==> src/hdl/apcr_pkg.sv <==
`default_nettype none
package apcr_pkg;

    // register indices; byte address is four times the index
    localparam logic [15:0] SERIAL_IN0_IDX = 16'hf790;
    localparam logic [15:0] SERIAL_IN1_IDX = 16'hf791;
    localparam logic [15:0] SERIAL_IN2_IDX = 16'hf792;
    localparam logic [15:0] SERIAL_IN3_IDX = 16'hf793;
    localparam logic [15:0] SERIAL_OUT0_IDX = 16'hf794;
    localparam logic [15:0] SERIAL_OUT1_IDX = 16'hf795;
    localparam logic [15:0] SERIAL_OUT2_IDX = 16'hf796;
    localparam logic [15:0] SERIAL_OUT3_IDX = 16'hf797;
    localparam logic [15:0] AUDIO_TX_IDX = 16'hf798;
    localparam logic [15:0] CTRL_CLOCK_IDX = 16'hf799;
    localparam logic [15:0] CTRL_DATA_OUT_IDX = 16'hf79a;

    localparam int unsigned NUM_REGS = 11;
    localparam int unsigned NUM_PINS = 4;

    // field positions
    localparam int unsigned DRIVE_LSB = 0;
    localparam int unsigned SLEW_LSB = 2;
    localparam int unsigned PULL_BIT = 4;

    // values after reset
    localparam logic [15:0] SERIAL_IN_RESET = 16'h0018;
    localparam logic [15:0] SERIAL_OUT_RESET = 16'h0008;
    localparam logic [15:0] AUDIO_TX_RESET = 16'h0008;
    localparam logic [15:0] CTRL_CLOCK_RESET = 16'h0008;
    localparam logic [15:0] CTRL_DATA_OUT_RESET = 16'h0008;

    typedef enum logic [1:0] {
        APCR_LVL_MIN = 2'b00,
        APCR_LVL_LOW = 2'b01,
        APCR_LVL_HIGH = 2'b10,
        APCR_LVL_MAX = 2'b11
    } apcr_level_t;

endpackage : apcr_pkg
`default_nettype wire

==> src/hdl/apcr_regs.sv <==
// How it works
// - four serial input pad registers at consecutive indices from f790
// - four serial output pad registers at consecutive indices from f794
// - serial input pad registers reset to 0018, pull-down enabled
// - serial output pad registers reset to 0008, pull-down disabled
// - transmitter pad register at f798 resets to 0008, optional by variant
// - control clock pad register at f799, bit 4 enables a pull-up
// - control data-out pad register at f79a resets to 0008
// - bits 1:0 drive, bits 3:2 slew, both read-write, 00 weakest
// - transmitter pad bit 4 is a pull-down enable, 1 enables
//
// The APB register port is this design's own decision.
`timescale 1ns/1ps
`default_nettype none
module apcr_regs #(
    parameter int unsigned HAS_AUDIO_TX = 1
) (
    // clock and reset
    input wire logic pclk,
    input wire logic presetn,
    // apb slave
    input wire logic psel,
    input wire logic penable,
    input wire logic pwrite,
    input wire logic [31:0] paddr,
    input wire logic [31:0] pwdata,
    input wire logic [3:0] pstrb,
    output logic [31:0] prdata,
    output logic pready,
    output logic pslverr,
    // serial input data pads
    output logic [3:0] input_pad_pulldown_en,
    output logic [7:0] input_pad_slew_sel,
    output logic [7:0] input_pad_drive_sel,
    // serial output data pads
    output logic [3:0] output_pad_pulldown_en,
    output logic [7:0] output_pad_slew_sel,
    output logic [7:0] output_pad_drive_sel,
    // digital audio transmitter pad
    output logic tx_pad_pulldown_en,
    output logic [1:0] tx_pad_slew_sel,
    output logic [1:0] tx_pad_drive_sel,
    // control clock pad
    output logic ctrl_clock_pullup_en,
    output logic [1:0] ctrl_clock_slew_sel,
    output logic [1:0] ctrl_clock_drive_sel,
    // control data-out pad
    output logic ctrl_data_pullup_en,
    output logic [1:0] ctrl_data_slew_sel,
    output logic [1:0] ctrl_data_drive_sel
);

    // variant flag only selects with or without the transmitter pad
    if (HAS_AUDIO_TX > 1) begin : g_bad_variant
        $error("HAS_AUDIO_TX must be 0 or 1");
    end

    ////////////////////////////////////////////////////////////////////////

    // maps a byte address to a register slot; NUM_REGS means unmapped
    function automatic logic [3:0] slot_of(input logic [31:0] addr);
        logic [31:0] base;
        logic [31:0] off;
        base = {14'h0000, apcr_pkg::SERIAL_IN0_IDX, 2'b00};
        off = addr - base;
        slot_of = 4'(apcr_pkg::NUM_REGS);
        if (addr[1:0] == 2'b00 && addr >= base && off[31:2] < 30'(apcr_pkg::NUM_REGS)) begin
            slot_of = off[5:2];
        end
        if (HAS_AUDIO_TX == 0 && off[31:2] == 30'(apcr_pkg::AUDIO_TX_IDX - apcr_pkg::SERIAL_IN0_IDX)
            && addr[1:0] == 2'b00) begin
            slot_of = 4'(apcr_pkg::NUM_REGS);
        end
    endfunction : slot_of

    logic [3:0] slot;
    logic mapped;
    logic access;
    logic [15:0] regs [apcr_pkg::NUM_REGS];
    logic [15:0] wr_data;

    assign slot = slot_of(paddr);
    assign mapped = slot < 4'(apcr_pkg::NUM_REGS);
    assign access = psel && penable;
    // byte lanes: only the two low lanes hold register bits
    assign wr_data = {pstrb[1] ? pwdata[15:8] : regs[slot < 4'(apcr_pkg::NUM_REGS) ? slot : 4'h0][15:8],
                      pstrb[0] ? pwdata[7:0] : regs[slot < 4'(apcr_pkg::NUM_REGS) ? slot : 4'h0][7:0]};

    ////////////////////////////////////////////////////////////////////////

    genvar g;
    generate
        for (g = 0; g < apcr_pkg::NUM_REGS; g++) begin : g_reg
            localparam logic [15:0] RV = (g < 4) ? apcr_pkg::SERIAL_IN_RESET :
                                         (g < 8) ? apcr_pkg::SERIAL_OUT_RESET :
                                         (g == 8) ? apcr_pkg::AUDIO_TX_RESET :
                                         (g == 9) ? apcr_pkg::CTRL_CLOCK_RESET :
                                         apcr_pkg::CTRL_DATA_OUT_RESET;
            apcr_pad_reg #(
                .RESET_VALUE(RV)
            ) u_reg (
                .pclk(pclk),
                .presetn(presetn),
                .wr_en(access && pwrite && mapped && slot == 4'(g) && !pready),
                .wr_data(wr_data),
                .value_q(regs[g])
            );
        end
    endgenerate

    ////////////////////////////////////////////////////////////////////////

    // one wait state: answer in the cycle after the access phase starts
    always_ff @(posedge pclk or negedge presetn) begin
        if (!presetn) begin
            pready <= 1'b0;
        end else begin
            pready <= access && !pready;
        end
    end

    always_ff @(posedge pclk or negedge presetn) begin
        if (!presetn) begin
            pslverr <= 1'b0;
        end else begin
            pslverr <= access && !pready && !mapped;
        end
    end

    always_ff @(posedge pclk or negedge presetn) begin
        if (!presetn) begin
            prdata <= 32'h00000000;
        end else if (access && !pready && !pwrite && mapped) begin
            prdata <= {16'h0000, regs[slot]};
        end else begin
            prdata <= 32'h00000000;
        end
    end

    ////////////////////////////////////////////////////////////////////////

    // outputs registered again so every port comes from a flop
    generate
        for (g = 0; g < apcr_pkg::NUM_PINS; g++) begin : g_pin
            always_ff @(posedge pclk or negedge presetn) begin
                if (!presetn) begin
                    input_pad_pulldown_en[g] <= apcr_pkg::SERIAL_IN_RESET[apcr_pkg::PULL_BIT];
                    input_pad_slew_sel[2*g +: 2] <= apcr_pkg::SERIAL_IN_RESET[apcr_pkg::SLEW_LSB +: 2];
                    input_pad_drive_sel[2*g +: 2] <= apcr_pkg::SERIAL_IN_RESET[apcr_pkg::DRIVE_LSB +: 2];
                    output_pad_pulldown_en[g] <= apcr_pkg::SERIAL_OUT_RESET[apcr_pkg::PULL_BIT];
                    output_pad_slew_sel[2*g +: 2] <= apcr_pkg::SERIAL_OUT_RESET[apcr_pkg::SLEW_LSB +: 2];
                    output_pad_drive_sel[2*g +: 2] <= apcr_pkg::SERIAL_OUT_RESET[apcr_pkg::DRIVE_LSB +: 2];
                end else begin
                    input_pad_pulldown_en[g] <= regs[g][apcr_pkg::PULL_BIT];
                    input_pad_slew_sel[2*g +: 2] <= regs[g][apcr_pkg::SLEW_LSB +: 2];
                    input_pad_drive_sel[2*g +: 2] <= regs[g][apcr_pkg::DRIVE_LSB +: 2];
                    output_pad_pulldown_en[g] <= regs[g+4][apcr_pkg::PULL_BIT];
                    output_pad_slew_sel[2*g +: 2] <= regs[g+4][apcr_pkg::SLEW_LSB +: 2];
                    output_pad_drive_sel[2*g +: 2] <= regs[g+4][apcr_pkg::DRIVE_LSB +: 2];
                end
            end
        end
    endgenerate

    // transmitter pad, held at reset value when absent
    always_ff @(posedge pclk or negedge presetn) begin
        if (!presetn) begin
            tx_pad_pulldown_en <= apcr_pkg::AUDIO_TX_RESET[apcr_pkg::PULL_BIT];
            tx_pad_slew_sel <= apcr_pkg::AUDIO_TX_RESET[apcr_pkg::SLEW_LSB +: 2];
            tx_pad_drive_sel <= apcr_pkg::AUDIO_TX_RESET[apcr_pkg::DRIVE_LSB +: 2];
        end else begin
            tx_pad_pulldown_en <= regs[8][apcr_pkg::PULL_BIT];
            tx_pad_slew_sel <= regs[8][apcr_pkg::SLEW_LSB +: 2];
            tx_pad_drive_sel <= regs[8][apcr_pkg::DRIVE_LSB +: 2];
        end
    end

    always_ff @(posedge pclk or negedge presetn) begin
        if (!presetn) begin
            ctrl_clock_pullup_en <= apcr_pkg::CTRL_CLOCK_RESET[apcr_pkg::PULL_BIT];
            ctrl_clock_slew_sel <= apcr_pkg::CTRL_CLOCK_RESET[apcr_pkg::SLEW_LSB +: 2];
            ctrl_clock_drive_sel <= apcr_pkg::CTRL_CLOCK_RESET[apcr_pkg::DRIVE_LSB +: 2];
            ctrl_data_pullup_en <= apcr_pkg::CTRL_DATA_OUT_RESET[apcr_pkg::PULL_BIT];
            ctrl_data_slew_sel <= apcr_pkg::CTRL_DATA_OUT_RESET[apcr_pkg::SLEW_LSB +: 2];
            ctrl_data_drive_sel <= apcr_pkg::CTRL_DATA_OUT_RESET[apcr_pkg::DRIVE_LSB +: 2];
        end else begin
            ctrl_clock_pullup_en <= regs[9][apcr_pkg::PULL_BIT];
            ctrl_clock_slew_sel <= regs[9][apcr_pkg::SLEW_LSB +: 2];
            ctrl_clock_drive_sel <= regs[9][apcr_pkg::DRIVE_LSB +: 2];
            ctrl_data_pullup_en <= regs[10][apcr_pkg::PULL_BIT];
            ctrl_data_slew_sel <= regs[10][apcr_pkg::SLEW_LSB +: 2];
            ctrl_data_drive_sel <= regs[10][apcr_pkg::DRIVE_LSB +: 2];
        end
    end

    ////////////////////////////////////////////////////////////////////////

    chk_in_pad_follows: assert property (@(posedge pclk) disable iff (!presetn)
        1'b1 |=> input_pad_drive_sel[1:0] == $past(regs[0][1:0]) && input_pad_pulldown_en[3] == $past(regs[3][4]))
        else $error("serial input pad outputs do not follow registers");

    chk_out_pad_follows: assert property (@(posedge pclk) disable iff (!presetn)
        1'b1 |=> output_pad_slew_sel[7:6] == $past(regs[7][3:2]) && output_pad_pulldown_en[0] == $past(regs[4][4]))
        else $error("serial output pad outputs do not follow registers");

    chk_in_reset_val: assert property (@(posedge pclk)
        $rose(presetn) |-> regs[0] == 16'h0018 && regs[3] == 16'h0018)
        else $error("serial input register reset value wrong");

    chk_out_reset_val: assert property (@(posedge pclk)
        $rose(presetn) |-> regs[4] == 16'h0008 && regs[7] == 16'h0008)
        else $error("serial output register reset value wrong");

    chk_tx_reset_val: assert property (@(posedge pclk)
        $rose(presetn) |-> regs[8] == 16'h0008 && !tx_pad_pulldown_en)
        else $error("transmitter register reset value wrong");

    // clock pad pull-up tracks bit 4
    chk_clk_pullup_bit: assert property (@(posedge pclk) disable iff (!presetn)
        $changed(regs[9][4]) |=> ctrl_clock_pullup_en == regs[9][4])
        else $error("control clock pull-up does not track bit 4");

    chk_data_pad_write: assert property (@(posedge pclk) disable iff (!presetn)
        access && pwrite && !pready && mapped && slot == 4'd10 && pstrb[0]
        |=> ##1 ctrl_data_drive_sel == $past(pwdata[1:0], 2))
        else $error("control data pad write not applied");

    chk_read_fields: assert property (@(posedge pclk) disable iff (!presetn)
        access && !pwrite && !pready && mapped |=> pready && prdata[15:0] == $past(regs[slot]) && prdata[31:16] == 16'h0000)
        else $error("read data mismatch");

    chk_tx_pulldown: assert property (@(posedge pclk) disable iff (!presetn)
        1'b1 |=> tx_pad_pulldown_en == $past(regs[8][4]))
        else $error("transmitter pull-down does not follow bit 4");

    // reserved bits stay zero without writes
    chk_reserved_zero: assert property (@(posedge pclk) disable iff (!presetn)
        regs[5][15:5] == 11'h000 && !(access && pwrite && slot == 4'd5) |=> regs[5][15:5] == 11'h000)
        else $error("reserved bits changed without a write");

    ////////////////////////////////////////////////////////////////////////

    chk_ready_wait: assert property (@(posedge pclk) disable iff (!presetn)
        access && !pready |=> pready)
        else $error("no answer one cycle after the access phase began");

    chk_ready_pulse: assert property (@(posedge pclk) disable iff (!presetn)
        pready |=> !pready)
        else $error("ready stood longer than one cycle");

    chk_ready_idle: assert property (@(posedge pclk) disable iff (!presetn)
        !access |=> !pready)
        else $error("ready without an access phase");

    chk_err_unmapped: assert property (@(posedge pclk) disable iff (!presetn)
        access && !pready && !mapped |=> pready && pslverr)
        else $error("unmapped access did not answer an error");

    chk_err_mapped: assert property (@(posedge pclk) disable iff (!presetn)
        access && !pready && mapped |=> !pslverr)
        else $error("mapped access answered an error");

    chk_err_with_ready: assert property (@(posedge pclk) disable iff (!presetn)
        pslverr |-> pready)
        else $error("error flag without ready");

    chk_rdata_idle: assert property (@(posedge pclk) disable iff (!presetn)
        !pready |-> prdata == 32'h00000000)
        else $error("read data not zero outside an answer");

    chk_rdata_upper: assert property (@(posedge pclk) disable iff (!presetn)
        pready |-> prdata[31:16] == 16'h0000)
        else $error("upper read half not zero");

    chk_write_lands: assert property (@(posedge pclk) disable iff (!presetn)
        access && pwrite && !pready && mapped && pstrb[1:0] == 2'b11
        |=> regs[$past(slot)] == $past(pwdata[15:0]))
        else $error("full word write not stored");

    // low lane write keeps high byte
    chk_low_lane_only: assert property (@(posedge pclk) disable iff (!presetn)
        access && pwrite && !pready && mapped && pstrb[1:0] == 2'b01
        |=> regs[$past(slot)][15:8] == $past(regs[slot][15:8]))
        else $error("high byte changed by a low lane write");

    chk_no_write_unmapped: assert property (@(posedge pclk) disable iff (!presetn)
        access && pwrite && !pready && !mapped |=> regs[0] == $past(regs[0]) && regs[10] == $past(regs[10]))
        else $error("refused write changed a register");

    chk_regs_hold: assert property (@(posedge pclk) disable iff (!presetn)
        !(access && pwrite && !pready) |=> regs[9] == $past(regs[9]))
        else $error("control clock register changed without a write");

    chk_in_slew_follow: assert property (@(posedge pclk) disable iff (!presetn)
        1'b1 |=> input_pad_slew_sel[5:4] == $past(regs[2][3:2]))
        else $error("serial input slew does not follow register");

    // input drive and slew of end pins
    chk_in_end_pins: assert property (@(posedge pclk) disable iff (!presetn)
        1'b1 |=> input_pad_drive_sel[7:6] == $past(regs[3][1:0]) && input_pad_slew_sel[1:0] == $past(regs[0][3:2]))
        else $error("serial input end pins do not follow registers");

    chk_out_drive_follow: assert property (@(posedge pclk) disable iff (!presetn)
        1'b1 |=> output_pad_drive_sel[3:2] == $past(regs[5][1:0]) && output_pad_pulldown_en[1] == $past(regs[5][4]))
        else $error("serial output drive does not follow register");

    chk_ctrl_data_follow: assert property (@(posedge pclk) disable iff (!presetn)
        1'b1 |=> ctrl_data_pullup_en == $past(regs[10][4]) && ctrl_data_slew_sel == $past(regs[10][3:2]))
        else $error("control data pad does not follow register");

    chk_clk_reset_val: assert property (@(posedge pclk)
        $rose(presetn) |-> regs[9] == 16'h0008 && regs[10] == 16'h0008 && !ctrl_clock_pullup_en)
        else $error("control pad register reset value wrong");

    chk_pull_reset: assert property (@(posedge pclk)
        $rose(presetn) |-> input_pad_pulldown_en == 4'hf && output_pad_pulldown_en == 4'h0)
        else $error("pull enables wrong after reset");

    chk_tx_fields: assert property (@(posedge pclk) disable iff (!presetn)
        1'b1 |=> tx_pad_slew_sel == $past(regs[8][3:2]) && tx_pad_drive_sel == $past(regs[8][1:0]))
        else $error("transmitter fields do not follow register");

    chk_tx_absent: assert property (@(posedge pclk) disable iff (!presetn)
        HAS_AUDIO_TX == 0 |-> regs[8] == apcr_pkg::AUDIO_TX_RESET)
        else $error("absent transmitter register was written");

endmodule : apcr_regs
`default_nettype wire

==> src/hdl/apcr_pad_reg.sv <==
`timescale 1ns/1ps
`default_nettype none
module apcr_pad_reg #(
    parameter logic [15:0] RESET_VALUE = 16'h0008
) (
    // clock and reset
    input wire logic pclk,
    input wire logic presetn,
    // write port
    input wire logic wr_en,
    input wire logic [15:0] wr_data,
    // stored value
    output logic [15:0] value_q
);

    // reserved bits stored too, so software reads back what it wrote
    always_ff @(posedge pclk or negedge presetn) begin
        if (!presetn) begin
            value_q <= RESET_VALUE;
        end else if (wr_en) begin
            value_q <= wr_data;
        end
    end

endmodule : apcr_pad_reg
`default_nettype wire

==> config.mk <==
export PLATFORM = sky130hd
export DESIGN_NAME = apcr_regs
export DESIGN_NICKNAME = d
export VERILOG_FILES = /design/src/hdl/apcr_pkg.sv /design/src/hdl/apcr_regs.sv /design/src/hdl/apcr_pad_reg.sv
export SDC_FILE = /design/constraint.sdc
export NUM_CORES = 1
export LEC_CHECK = 0
export BUFFER_PORTS_ARGS = -buffer_cell sky130_fd_sc_hd__buf_2
export CORE_ASPECT_RATIO = 1.75
export CORE_MARGIN = 10
export CORE_UTILIZATION = 45
export DETAILED_ROUTE_END_ITERATION = 8
export PLACE_DENSITY = 0.67
export SYNTH_ARGS = -nofsm -noshare
export SYNTH_HDL_FRONTEND = slang
export SYNTH_HIERARCHICAL = 1
export SYNTH_SLANG_ARGS = --single-unit
==> constraint.sdc <==
create_clock -name pclk -period 2 [get_ports pclk]
set_clock_uncertainty 0.1 [all_clocks]
set_input_delay 0 -clock pclk [delete_from_list [all_inputs] [get_ports pclk]]
set_output_delay 0 -clock pclk [all_outputs]
set_load 0.01 [all_outputs]
==> run summary <==
Outcome -> complete, but fails checks
Violated checks -> negative setup slack
Internal power -> 8.10 mW
Layout cells sized above 1 -> 57.9%
Die W -> 149 um
Most frequent cells in the layout -> 219 x dfrtp_1, 209 x buf_4, 164 x mux2_4, 122 x buf_2, 51 x nor2_1
Area leader, netlist -> dfrtp_1
Grt total ovfl -> 0
Leak -> 8.58 nW
Initial Util -> 45.6%
Crit Path Max Fanout -> 7
Number of global-route vias before repair -> 11,600
ANT nets after route -> 0
Final period utilization -> 135%
I/O Pins -> 162
Crit path capture -> g_reg[1].u_reg/value_q[9]
Wirelength per Cell -> 26.1 um
Clk Latency, worst-skew pair -> 540 ps
Initial antenna violation count -> 0
GRT Total Usage -> 24.6%
Antenna diodes -> 0
Peak supply drop -> 0.000547 V
Die area -> 36,600 um2
Max clock buf depth -> 3
# H-tree levels -> 1
Unique masters post-synth -> 68
Register area share after synthesis -> 47.8%
Via/cell ratio -> 6.05
Reg2reg setup slack -> -470 ps
Layout area overhead -> 43.0%
Worst setup startpoint -> paddr[19]
Crit-path leading delay family -> simple AND/OR/NAND/NOR gates
Cells after Synth -> 1,043
Final setup margin -> -696 ps
Drt total wl -> 47,400 um
Worst EP required -> 2320 ps
Startpoint Class -> input pin
Post-synthesis cell area -> 13,100 um2
Via count -> 11,000
Net count reported at finish -> 1,489
Worst Max-Slew Pin Slew -> 551 ps
Clock buffers created by TritonCTS -> 23
Sw frac -> 25.4%
Port Buffers -> 127
Post-synth ARST share -> 100%
Worst r2r src -> pready
Clock Power Share -> 43.4%
Mean Syn Cell Area -> 12.6 um2
Psw -> 2.76 mW
Logic pwr share -> 10.2%
Final setup TNS -> -113,080 ps
Commonest non-fill, non-tap cell in the layout -> dfrtp_1
Normalized max-slew margin -> 63.3%
Critical path class -> in2reg
DR iter-0 viols -> 835
WHS -> 88.7 ps
Die Height -> 246 um
Max Cap Viol -> 0
Drt pass-1 iters -> 5
Synth top area cells -> dfrtp_1 42%, mux2_4 13%, mux2_2 7.3%, dfstp_2 6.0%, mux4_2 2.7%
Site Rows -> 82
Register bit count reported by yosys -> 249
Residual DRC count -> 0
Min Tclk post-route -> 2700 ps
FMAX -> 371 MHz
Core area -> 28,700 um2
Worst-path clk slew -> 70 ps
DP HPWL -> 31,600 um
Gpl congestion -> 0.941
Top FF cell, synth -> dfrtp_1
Worst path cell trace -> buf_6 -> or4_4 -> or4_4 -> nand2_4 -> and4b_2 -> nand4_4 -> or3_4 -> nor3_4 -> buf_6 -> mux2_4
Seq pwr share -> 46.4%
Placed Cells -> 1,705
CTS sink count -> 249
Area share of the largest cell type after synthesis -> 41.8%
Final setup fails -> 192
Worst Hold Class -> in2reg
Layout Cells excl Fill -> 1,811
CP max stage delay -> 570 ps
CTS tree -> yes
Max-slew violations -> 0
Cells on worst reg2reg path -> 7
EDFF count, synth -> 0
Overall power -> 10.9 mW
Arrival time at the worst endpoint -> 3020 ps
Areal power density over the cells -> 580 nW/um2
Buf+Inv Stages, Crit Path -> 2
Crit path max-delay cell type -> or4_4
R2R Path End -> g_reg[1].u_reg/value_q[9]
Critical path endpoint category -> register
RSZ-0062 raised after global routing -> true
Final-report hold violation count -> 0
Root buf cell -> clkbuf_16
Warnings from Yosys -> 6
Largest net degree at the start of global routing -> 62
Wire length of the first global-routing pass -> 69,500 um
WP depth -> 10
-- synthesized netlist by cell type, types with 16 or more instances --
| master | instances |
|---|---|
| dfrtp_1 | 219 |
| mux2_4 | 110 |
| mux2_2 | 85 |
| nor2_1 | 57 |
| a21oi_1 | 44 |
| clkbuf_1 | 41 |
| mux2i_1 | 35 |
| dfstp_2 | 30 |
| o22ai_1 | 29 |
| o221ai_1 | 27 |
| nand2b_1 | 24 |
| a31oi_1 | 22 |
| nand2_1 | 22 |
| o21ai_1 | 20 |
| buf_4 | 17 |
| mux4_2 | 16 |
| o311ai_1 | 16 |
-- worst min path at each step --
| stage | cells past startpoint | to | start |
|---|---|---|---|
| finish | 6 | prdata[10] | pwrite |
| global route | 6 | prdata[2] | pwrite |
| CTS | 6 | prdata[2] | pwrite |
| detailed placement | 1 | prdata[14] | presetn |
| global placement | 1 | prdata[14] | presetn |
| floorplan | 0 | ctrl_clock_drive_sel[0] | presetn |
-- worst min-delay path: cells and delay by family --
| family | cells | cell delay [ps] |
|---|---|---|
| and+or+nand+nor | 1 | 60 |
| buffers and inverters | 3 | 440 |
| AOI/OAI and AO/OA | 2 | 170 |
-- per-stage QoR --
step / setup slack (ps) / area (um2) / util [%]
finish: -696 / 18700 / 65.2
global route: -769 / 18700 / 65.2
CTS: -600 / 18000 / 62.8
detailed placement: -1330 / 16300 / 56.7
global placement: -1290 / 16300 / 56.7
floorplan: -938 / 13700 / -
-- layer usage --
| layer | share of wire (%) | vias to the layer above | GRT usage [%] |
|---|---|---|---|
| met4 | 9.8 | 0 | 20.6 |
| met3 | 5.9 | 226 | 3.21 |
| li1 | - | 4674 | - |
| met2 | 51 | 585 | 42.8 |
| met1 | 34 | 5473 | 25.8 |
| met5 | 0 | - | 0 |
-- registers in the layout, summed over array words and instances, names as in the netlist, 4 cells and up --
signal,count
output_pad_slew_sel,8
input_pad_pulldown_en,4
input_pad_drive_sel,8
prdata,16
g.u_reg/value_q,176
output_pad_pulldown_en,4
output_pad_drive_sel,8
input_pad_slew_sel,8
-- final cells by class --
cell class                      instances  area (um2)
Timing Repair Buffer                  431        3640
Fill cell                            2044        9990
Clock inverter                         15         184
Clock buffer                           27         621
Inverter                               17        63.8
Sequential cell                       249        6270
Multi-Input combinational cell        694        7480
Tap cell                              378         473
-- power by group through the flow --
stage                     clock [mW]  sequential (mW)  combinational (mW)
after floorplan                    0             5.14               0.406
after global placement             0             5.13               0.915
after detailed placement           0             5.13               0.926
after CTS                       4.80             5.04                1.02
after global routing            4.96             5.04                1.16
final                           4.72             5.04                1.10
-- logic make-up (layout without fill, tap and decap cells) --
| group | after synthesis | in the layout | share of synthesized area, % |
|---|---|---|---|
| AO/OA/AOI/OAI | 223 | 226 | 11.9 |
| flip-flops | 249 | 249 | 47.8 |
| buffers and inverters | 118 | 490 | 6.06 |
| other | 1 | 16 | 0.0286 |
| multiplexers | 246 | 246 | 25.3 |
| AND/OR/NAND/NOR | 206 | 206 | 8.88 |
-- repair_timing --
action / 4_1_cts / 5_1_grt
endpoints found under the setup margin: 192 / 192
gates resized for setup: 92 / 98
cloned: 5 / 5
endpoints found under the hold margin: 402 / 0
pin swaps: 6 / 19
buffers inserted: 18 / 23
hold buffers: 21 / 0
No activity file was read; power rests on OpenSTA's default activity.
